### src/design/acc_pkg.sv
// Constants shared by the comparator control block
package acc_pkg;

  localparam int          ADDR_W         = 12;
  localparam int          DATA_W         = 32;
  localparam int          REG_W          = 8;

  // Byte address of the only register
  localparam logic [11:0] CTRL_OFFSET    = 12'h000;
  localparam int          WORD_LSB       = 2;

  // Field positions
  localparam int          BIT_ENABLE     = 7;
  localparam int          BIT_REFSEL     = 6;
  localparam int          BIT_FLAG       = 5;
  localparam int          BIT_IE         = 4;
  localparam int          BIT_OUT        = 3;
  localparam int          BIT_PINEN      = 2;
  localparam int          MODE_LSB       = 0;
  localparam int          MODE_W         = 2;

  localparam logic [7:0]  CTRL_RESET     = 8'h00;
  localparam logic        BIT_RESET      = 1'b0;
  localparam logic [1:0]  MODE_RESET     = 2'h0;

  // Edge select encodings
  localparam logic [1:0]  MODE_FALL_A    = 2'h0;
  localparam logic [1:0]  MODE_RISE      = 2'h1;
  localparam logic [1:0]  MODE_FALL_B    = 2'h2;
  localparam logic [1:0]  MODE_BOTH      = 2'h3;

  localparam logic [1:0]  RESP_OKAY      = 2'h0;
  localparam logic [1:0]  RESP_DECERR    = 2'h3;

  // Run cycles before the edge detector trusts its history
  localparam logic [1:0]  SETTLE_DONE    = 2'h3;

endpackage : acc_pkg

### src/design/acc_edge_detect.sv
// Synchroniser and edge detector for the comparator output
`timescale 1ns/1ps
module acc_edge_detect
(
  input  wire logic aclk,
  input  wire logic aresetn,
  input  wire logic run,
  input  wire logic hold,
  input  wire logic async_in,
  output logic      level,
  output logic      rise,
  output logic      fall
);

  logic       sync_a;
  logic       sync_b;
  logic       prev;
  logic [1:0] settle;
  wire        primed = (settle == acc_pkg::SETTLE_DONE);

  ////////////////////////////////////////////////////////////////////////
  // Two flops, then history; cleared while neither running nor held so a
  // fresh enable never sees a stale level as an edge
  always_ff @(posedge aclk)
  begin
    if (!aresetn || (!run && !hold))
    begin
      sync_a <= 1'b0;
      sync_b <= 1'b0;
      prev   <= 1'b0;
      settle <= 2'h0;
    end
    else if (!hold)
    begin
      sync_a <= async_in;
      sync_b <= sync_a;
      prev   <= sync_b;
      if (!primed)
        settle <= settle + 2'h1;
    end
  end

  ////////////////////////////////////////////////////////////////////////
  // Frozen while held: no edge can be reported then
  assign level = sync_b;
  assign rise  = primed && !hold && run && sync_b && !prev;
  assign fall  = primed && !hold && run && !sync_b && prev;

endmodule : acc_edge_detect

### src/design/acc_comparator_control.sv
// Analog comparator control: register, event logic, AXI4-Lite slave
//
// The address map and register access over AXI4-Lite were decided locally.
`timescale 1ns/1ps
module acc_comparator_control
#(
  parameter int ADDR_W = acc_pkg::ADDR_W
)
(
  input  wire logic              aclk,
  input  wire logic              aresetn,
  input  wire logic [ADDR_W-1:0] awaddr,
  input  wire logic              awvalid,
  output logic                   awready,
  input  wire logic [31:0]       wdata,
  input  wire logic [3:0]        wstrb,
  input  wire logic              wvalid,
  output logic                   wready,
  output logic [1:0]             bresp,
  output logic                   bvalid,
  input  wire logic              bready,
  input  wire logic [ADDR_W-1:0] araddr,
  input  wire logic              arvalid,
  output logic                   arready,
  output logic [31:0]            rdata,
  output logic [1:0]             rresp,
  output logic                   rvalid,
  input  wire logic              rready,
  input  wire logic              comparator_raw,
  input  wire logic              stop_light,
  input  wire logic              stop_deep,
  input  wire logic              capture_route_select,
  input  wire logic              timer_pin_in,
  output logic                   analog_enable,
  output logic                   reference_input_select,
  output logic                   event_irq,
  output logic                   timer_capture_in,
  output logic                   timer_pin_available
);

  function automatic logic addr_hit(input logic [ADDR_W-1:0] a);
    addr_hit = (a[ADDR_W-1:acc_pkg::WORD_LSB] ==
                acc_pkg::CTRL_OFFSET[ADDR_W-1:acc_pkg::WORD_LSB]);
  endfunction : addr_hit

  function automatic logic mode_hit(input logic [1:0] mode,
                                    input logic       rise,
                                    input logic       fall);
    mode_hit = 1'b0;
    case (mode)
      acc_pkg::MODE_RISE:  mode_hit = rise;
      acc_pkg::MODE_BOTH:  mode_hit = rise || fall;
      default:             mode_hit = fall;
    endcase
  endfunction : mode_hit

  ////////////////////////////////////////////////////////////////////////
  // Register fields
  logic       comparator_module_enable;
  logic       compare_event_flag;
  logic       event_interrupt_enable;
  logic [1:0] event_edge_select;
  logic       comparator_output_value;
  logic       cmp_rise;
  logic       cmp_fall;

  // Bus holding state
  logic              aw_held;
  logic              w_held;
  logic [ADDR_W-1:0] aw_addr_q;
  logic [31:0]       w_data_q;
  logic              w_lane0_q;

  ////////////////////////////////////////////////////////////////////////
  // Event path
  wire stop_any  = stop_light || stop_deep;
  wire cmp_run   = comparator_module_enable && !stop_any;
  wire cmp_event = mode_hit(event_edge_select, cmp_rise, cmp_fall);

  // Core output is high when non-inverting input is above
  acc_edge_detect u_edge
  (
    .aclk     (aclk),
    .aresetn  (aresetn),
    .run      (cmp_run),
    .hold     (stop_light),
    .async_in (comparator_raw),
    .level    (comparator_output_value),
    .rise     (cmp_rise),
    .fall     (cmp_fall)
  );

  ////////////////////////////////////////////////////////////////////////
  // Write channel
  wire write_go = aw_held && w_held && !bvalid;
  wire write_ok = addr_hit(aw_addr_q);
  // Clocks are halted in light stop, so software cannot change state
  wire reg_we   = write_go && write_ok && w_lane0_q && !stop_any;
  wire flag_clr = reg_we && w_data_q[acc_pkg::BIT_FLAG];

  assign awready = !aw_held;
  assign wready  = !w_held;

  always_ff @(posedge aclk)
  begin
    if (!aresetn)
    begin
      aw_held   <= 1'b0;
      w_held    <= 1'b0;
      aw_addr_q <= '0;
      w_data_q  <= 32'h0000_0000;
      w_lane0_q <= 1'b0;
    end
    else
    begin
      if (awvalid && awready)
      begin
        aw_held   <= 1'b1;
        aw_addr_q <= awaddr;
      end
      else if (write_go)
        aw_held <= 1'b0;
      if (wvalid && wready)
      begin
        w_held    <= 1'b1;
        w_data_q  <= wdata;
        w_lane0_q <= wstrb[0];
      end
      else if (write_go)
        w_held <= 1'b0;
    end
  end

  always_ff @(posedge aclk)
  begin
    if (!aresetn)
    begin
      bvalid <= 1'b0;
      bresp  <= acc_pkg::RESP_OKAY;
    end
    else if (write_go)
    begin
      bvalid <= 1'b1;
      bresp  <= write_ok ? acc_pkg::RESP_OKAY : acc_pkg::RESP_DECERR;
    end
    else if (bready)
      bvalid <= 1'b0;
  end

  ////////////////////////////////////////////////////////////////////////
  // Control bits; deep stop returns them to reset, light stop
  // keeps them (resume on interrupt wake)
  always_ff @(posedge aclk)
  begin
    if (!aresetn || stop_deep)
    begin
      comparator_module_enable <= acc_pkg::BIT_RESET;
      reference_input_select   <= acc_pkg::BIT_RESET;
      event_interrupt_enable   <= acc_pkg::BIT_RESET;
      event_edge_select        <= acc_pkg::MODE_RESET;
    end
    else if (reg_we)
    begin
      comparator_module_enable <= w_data_q[acc_pkg::BIT_ENABLE];
      reference_input_select   <= w_data_q[acc_pkg::BIT_REFSEL];
      event_interrupt_enable   <= w_data_q[acc_pkg::BIT_IE];
      event_edge_select        <=
        w_data_q[acc_pkg::MODE_LSB +: acc_pkg::MODE_W];
    end
  end

  // Set wins over a same-cycle clear
  always_ff @(posedge aclk)
  begin
    if (!aresetn || stop_deep)
      compare_event_flag <= acc_pkg::BIT_RESET;
    else if (cmp_event)
      compare_event_flag <= 1'b1;
    else if (flag_clr)
      compare_event_flag <= 1'b0;
  end

  ////////////////////////////////////////////////////////////////////////
  // Read channel; the single 8-bit register sits in the low byte
  wire [7:0] status_image =
    {comparator_module_enable, reference_input_select,
     compare_event_flag, event_interrupt_enable,
     comparator_output_value, 1'b0,
     event_edge_select};

  assign arready = !rvalid;

  always_ff @(posedge aclk)
  begin
    if (!aresetn)
    begin
      rvalid <= 1'b0;
      rdata  <= 32'h0000_0000;
      rresp  <= acc_pkg::RESP_OKAY;
    end
    else if (arvalid && arready)
    begin
      rvalid <= 1'b1;
      rdata  <= addr_hit(araddr) ? {24'h00_0000, status_image}
                                 : 32'h0000_0000;
      rresp  <= addr_hit(araddr) ? acc_pkg::RESP_OKAY
                                 : acc_pkg::RESP_DECERR;
    end
    else if (rready)
      rvalid <= 1'b0;
  end

  ////////////////////////////////////////////////////////////////////////
  // Outputs; light stop leaves event_irq ungated, so the interrupt can wake; deep stop clears its flag and enable
  assign analog_enable       = cmp_run;
  assign event_irq           = compare_event_flag &&
                               event_interrupt_enable;
  assign timer_capture_in    = capture_route_select ?
                               comparator_output_value : timer_pin_in;
  assign timer_pin_available = !capture_route_select;
endmodule : acc_comparator_control

### config.mk
export PLATFORM = sky130hd
export DESIGN_NAME = acc_comparator_control
export DESIGN_NICKNAME = d
export VERILOG_FILES = /design/src/design/acc_pkg.sv /design/src/design/acc_edge_detect.sv /design/src/design/acc_comparator_control.sv
export SDC_FILE = /design/constraint.sdc
export NUM_CORES = 1
export LEC_CHECK = 0
export BUFFER_PORTS_ARGS = -buffer_cell sky130_fd_sc_hd__buf_2
export CORE_UTILIZATION = 42
export CTS_CLUSTER_SIZE = 28
export DETAILED_ROUTE_END_ITERATION = 7
export PLACE_DENSITY_LB_ADDON = 0.05
export SLEW_MARGIN = 40
export SYNTH_ARGS = -nofsm -noshare
export SYNTH_HDL_FRONTEND = slang
export SYNTH_SLANG_ARGS = --single-unit
### constraint.sdc
create_clock -name aclk -period 1.7 [get_ports aclk]
set_clock_uncertainty 0.05 [all_clocks]
set_input_delay 0.17 -clock aclk [delete_from_list [all_inputs] [get_ports aclk]]
set_output_delay 0.17 -clock aclk [all_outputs]
set_load 0.01 [all_outputs]
==> metrics.yaml, run 1 <==
floorplanning:
  rows: 23
  die_x_um: 68.0
  core_sq_um: 4090
  dieArea_sq_um: 4620
  die-height_um: 68.0
  pin_count: 118
  start_util_pct: 44.8
grt:
  antenna_found_initial: 0
  grt_pass1_vias: 1271
  grt_max_degree: 22
  grt_pass1_wl_mm: 5.44
  grt_overflow: 0
  grt_use_total_pct: 16.0
logic_synthesis:
  synth.cell_area_sq_um: 1830
  post_synth_num_cell_types: 34
  synth_cells: 214
  synth_edf_count: 0
  synth_top_cell_by_area: "dfxtp_1"
  netlist_top_cells_area: "dfxtp_1 (45%), buf_4 (12%), nor2_1 (5.7%), mux2i_1 (5.5%), nand2_1 (4.7%)"
  netlist.area_leader.share_pct: 44.9
  yosys_warnings: 0
  avgSynthCellArea_sq_um: 8.55
  async_flop_share_pct: 0
  yosysSeqAreaShare_pct: 44.9
  yosys_register_bits: 41
  yosys_most_used_dff: "dfxtp_1"
final_layout:
  stdcell_count: 322
  final_common_cell: "buf_2"
  most-common-layout-cells: "buf_2 (59), dfxtp_1 (41), nor2_1 (28)"
  diodes: 0
  post-route-cell-area_sq_um: 2170
  synthToLayoutAreaGrowth_pct: 18.4
  drive_gt1_share_pct: 27.2
  nets: 344
pwr:
  p_int_mw: 1.58
  swShare_pct: 23.5
  seq_power_share_pct: 49.5
  clock_power_share_pct: 38.8
  p_per_area_nw_per_um2: 952
  power.leakage_nw: 1.01
  pwr-share-comb_pct: 11.7
  irDropWorstVdd_uv: 714
  finalPower_mw: 2.06
  p_switching_uw: 484
setup_path:
  slowest_delay_ps: 320
  crit_path_start: "aw_addr_q[10]$_SDFFE_PN0P_"
  timing.rr.start: "aw_addr_q[10]$_SDFFE_PN0P_"
  cp_max_fo: 6
  crit_family: "simple AND/OR/NAND/NOR gates"
  r2r_end: "reference_input_select$_SDFFE_PP0P_"
  cp_slowest_cell: "dfxtp_1"
  critPathLaunchType: "flop"
  endpoint_kind: "flop"
  cp.depth: 4
  endpoint: "reference_input_select$_SDFFE_PP0P_"
  worst-setup-path-type: "reg2reg"
  reg2reg_setup_slack_ps: 320
  crit_buf_inv: 0
  ff2ff_path_depth: 4
  cp_cell_sequence: "nor4_2, nand4_1, o21ai_0, a21boi_1"
  cp_data_arrival_time_ps: 1510
  cp.required_ps: 1830
route:
  dr.max_layer_used: "met4"
  post_drt_wl_per_cell_um: 10.7
  drt_wl_total_mm: 3.43
  met1Wirelength_mm: 1.68
  vias: 1511
  drtAntennaViolNets: 0
  viasPerCell: 4.69
  routed-wl-met3_um: 221
  drt_first_iter_violations: 60
  remaining_drc_errors: 0
  detailedRoute.firstPassIterationCount: 4
  wl_met2_mm: 1.47
placed_design:
  gp_congestion: 0.683
  place_hpwl_mm: 2.61
  preCtsSetupSlack_ps: 327
  postPlaceCellArea_sq_um: 2050
  port_buffers: 59
  post-place-cells: 314
clock_tree:
  cts_num_sinks: 41
  post_cts_resized: 0
  cts_tree: "done"
  clockBufferDepth: 2
  root_buffer: "clkbuf_8"
  postCtsSetupBuffers: 0
  hold_buffers: 0
  clk_latency_ps: 290
  path_clk_slew_ps: 80
  cts_made_buffers: 5
  htreeDepth: 2
sta:
  fmax_mhz: 725
  tns_ps: 0
  finalCritPeriodShare_pct: 81.1
  finalSetupViolCount: 0
  drv_slew: 0
  finalCriticalPeriod_ps: 1380
  rsz0062_at_grt: "no"
  final.setup.worst_slack_ps: 321
  hold_viol: 0
job:
  maxCapViolations: 0
run_status:
  status: "completed"
worst_hold_path:
  hp-class: "in2reg"
## flip-flops by register name (all words and copies together), names as in the netlist, 2 cells and up
register	flops
u_edge.settle	2
w_data_q	6
rdata	7
aw_addr_q	10
event_edge_select	2
## cell usage after synthesis, drive strengths merged, types with 2 or more instances
cell	instances
dfxtp	41
buf	34
nor2	29
nand2	23
a21oi	14
mux2i	10
o21ai	10
a22oi	7
nand3	7
a21boi	6
inv	6
clkbuf	3
nand2b	3
nor2b	3
nor4	3
and2	2
nand4	2
## worst reg2reg max path: cells and delay by family, from the launching register on
kind             cells  cell delay (ps)
AND/OR/NAND/NOR      2              580
flip-flops           1              320
AO/OA/AOI/OAI        2              310
## how the worst min path moves through the flow
stage / from / end / slack [ps] / cells past startpoint
after floorplan: aresetn / aw_held$_SDFFE_PN0P_ / 260 / 2
after global placement: comparator_raw / u_edge.sync_a$_SDFFE_PP0N_ / 360 / 3
after detailed placement: comparator_raw / u_edge.sync_a$_SDFFE_PP0N_ / 360 / 3
after CTS: comparator_raw / u_edge.sync_a$_SDFFE_PP0N_ / 60 / 3
after global routing: comparator_raw / u_edge.sync_a$_SDFFE_PP0N_ / 60 / 3
final: comparator_raw / u_edge.sync_a$_SDFFE_PP0N_ / 60 / 3
## cell type report
class | instances | area, sq um
Fill cell | 412 | 1920
Sequential cell | 41 | 821
Multi-Input combinational cell | 154 | 818
Timing Repair Buffer | 63 | 325
Clock buffer | 7 | 86.3
Tap cell | 50 | 62.6
Clock inverter | 1 | 30.0
Inverter | 6 | 22.5
## cell families after synthesis
| family | synth area share [%] |
|---|---|
| xor+xnor | 0.479 |
| simple gates | 19.7 |
| flops | 44.9 |
| buf+inv | 15.3 |
| compound gates | 12.7 |
| other cells | 0.205 |
| fa+ha+maj | 0.684 |
| mux | 6.09 |
## through the flow
stage / utilization (%) / hold slack, ps
6_report: 53.0 / 61.0
5_1_grt: 53.0 / 59.5
4_1_cts: 53.0 / 56.3
3_5_place_dp: 50.2 / 359
3_3_place_gp: 50.2 / 356
2_1_floorplan: - / 256
## per-layer routing
layer / up-vias / track usage (%)
li1: 776 / -
met1: 668 / 20.5
met5: - / 0
met4: 0 / 7.81
met2: 60 / 24.8
met3: 7 / 4.17
## power groups by stage
stage | Sequential, mW | Clock (mW) | Combinational [mW]
finish | 1.02 | 0.800 | 0.241
global route | 1.03 | 0.863 | 0.277
CTS | 1.02 | 0.818 | 0.244
detailed placement | 1.04 | 0 | 0.242
global placement | 1.04 | 0 | 0.242
floorplan | 1.04 | 0 | 0.204
No activity file was read; power rests on OpenSTA's default activity.
==> run 2, diff against run 1 <==
- clock period: 1.7 -> 1.3 ns (I/O delays scaled with it)
==> run 2 against run 1 <==
Net effect:
- critical endpoint unchanged
- first-iteration DRC count unchanged
- non-clock buffer count up 5
- clock power up 2%
==> metrics.yaml, run 2 (same netlist as run 1, synthesis figures left out) <==
run_status:
  status: "completed"
clock_tree:
  root_buffer: "clkbuf_8"
  cts_num_sinks: 41
  htreeDepth: 2
  clk_latency_ps: 290
  path_clk_slew_ps: 70
  hold_buffers: 0
  clockBufferDepth: 2
  cts_made_buffers: 5
  cts_tree: "done"
final_layout:
  multi_input_area_sq_um: 848
  final_common_cell: "buf_2"
  reg_top3: "aw_addr_q (10), rdata (7), w_data_q (6)"
  largest_reg_flops: 10
  most-common-layout-cells: "buf_2 (59), dfxtp_1 (38), nor2_1 (28)"
  seqCellArea_sq_um: 825
  diodes: 0
  stdcell_count: 326
  fillers: 425
  drive_gt1_share_pct: 31.5
  nets: 349
  synthToLayoutAreaGrowth_pct: 21.1
  top_register: "aw_addr_q"
route:
  drt_wl_total_mm: 3.49
  viasPerCell: 4.58
  detailedRoute.firstPassIterationCount: 4
  drt_first_iter_violations: 60
  remaining_drc_errors: 0
  post_drt_wl_per_cell_um: 10.7
  vias: 1493
  drtAntennaViolNets: 0
grt:
  grt_overflow: 0
  grt_max_degree: 20
  antenna_found_initial: 0
  grt_pass1_wl_mm: 5.35
  grt_use_total_pct: 16.1
  grt_pass1_vias: 1237
setup_path:
  slowest_delay_ps: 330
  timing.rr.start: "aw_addr_q[10]$_SDFFE_PN0P_"
  endpoint: "reference_input_select$_SDFFE_PP0P_"
  cp_slowest_cell: "dfxtp_2"
  ff2ff_path_depth: 5
  r2r_end: "reference_input_select$_SDFFE_PP0P_"
  cp_max_fo: 6
  crit_path_start: "aw_addr_q[10]$_SDFFE_PN0P_"
  endpoint_kind: "flop"
  cp_cell_sequence: "nor4_4, nand4_1, buf_6, o21ai_2, a21boi_1"
  cp.required_ps: 1430
  worst-setup-path-type: "reg2reg"
  reg2reg_setup_slack_ps: 20
  crit_buf_inv: 1
  cp_data_arrival_time_ps: 1410
  cp.depth: 5
  critPathLaunchType: "flop"
  crit_family: "simple AND/OR/NAND/NOR gates"
placed_design:
  place_hpwl_mm: 2.63
  port_buffers: 59
  post-place-cells: 317
  gp_congestion: 0.677
sta:
  fmax_mhz: 782
  hold_slack_ps: 31.4
  finalSetupViolCount: 0
  rsz0062_at_grt: "yes"
  drv_slew: 0
  hold_viol: 0
  finalCritPeriodShare_pct: 98.4
  finalCriticalPeriod_ps: 1280
floorplanning:
  die_x_um: 68.0
  rows: 23
  die-height_um: 68.0
  dieArea_sq_um: 4620
  core_sq_um: 4090
  start_util_pct: 44.8
  pin_count: 118
worst_hold_path:
  hp-start: "comparator_raw"
  hp-class: "in2reg"
pwr:
  power.leakage_nw: 1.03
  p_per_area_nw_per_um2: 1140
  irDropWorstVdd_uv: 609
job:
  maxCapViolations: 0
==> run 2: final cells by class <==
| cell class | count | area share [%] |
|---|---|---|
| repair buffers | 68 | 16.7 |
| well taps | 50 | 2.82 |
| clock buffers | 7 | 3.90 |
| multi-input cells | 154 | 38.3 |
| flip-flops and latches | 41 | 37.2 |
| inverters | 6 | 1.02 |
==> run 2: worst min path at each step <==
stage / slack, ps / end / cells after the start
after detailed placement: 320 / u_edge.sync_a$_SDFFE_PP0N_ / 3
after CTS: 20 / u_edge.sync_a$_SDFFE_PP0N_ / 3
after global placement: 320 / u_edge.sync_a$_SDFFE_PP0N_ / 3
after floorplan: 220 / aw_held$_SDFFE_PN0P_ / 2
final: 30 / u_edge.sync_a$_SDFFE_PP0N_ / 3
after global routing: 30 / w_data_q[0]$_SDFFE_PN0P_ / 3
==> run 2: what timing repair did <==
action                                  in CTS  in global routing
resized for setup                           10                  9
hold endpoints to repair                     0                  0
setup buffers                                1                  1
endpoints found under the setup margin       7                 13
pin swaps                                    2                  5
==> run 2: report_power, final <==
group          switching [mW]  leakage, nW  total, mW  internal [mW]
Clock                   0.393       0.0443      0.814          0.421
Sequential             0.0330        0.336       1.34           1.31
Combinational           0.198        0.647      0.364          0.166
Total                   0.624         1.03       2.52           1.89
==> run 2: worst reg2reg max path: stages, from the launching register on <==
cell      delay [ps]
dfxtp_2          330
nor4_4           290
nand4_1          140
buf_6            150
o21ai_2          130
a21boi_1          80
==> run 2: stage by stage <==
stage	instance area [sq um]	setup TNS (ps)	total power, mW	setup slack (ps)	util (%)
4_1_cts	2180	0	2.53	21.0	53.3
3_5_place_dp	2070	-410	1.69	-76.9	50.7
3_3_place_gp	2070	-428	1.69	-76.5	50.7
2_1_floorplan	1920	0	1.63	49.7	-
5_1_grt	2210	-220	2.66	-59.9	54.2
6_report	2210	0	2.52	20.5	54.2
==> run 2: routing by layer <==
layer	global-route usage [%]	part of all wire (%)
met1	19.7	49
met2	25.0	45
met3	4.33	5.7
met4	9.38	0.97
met5	0	0
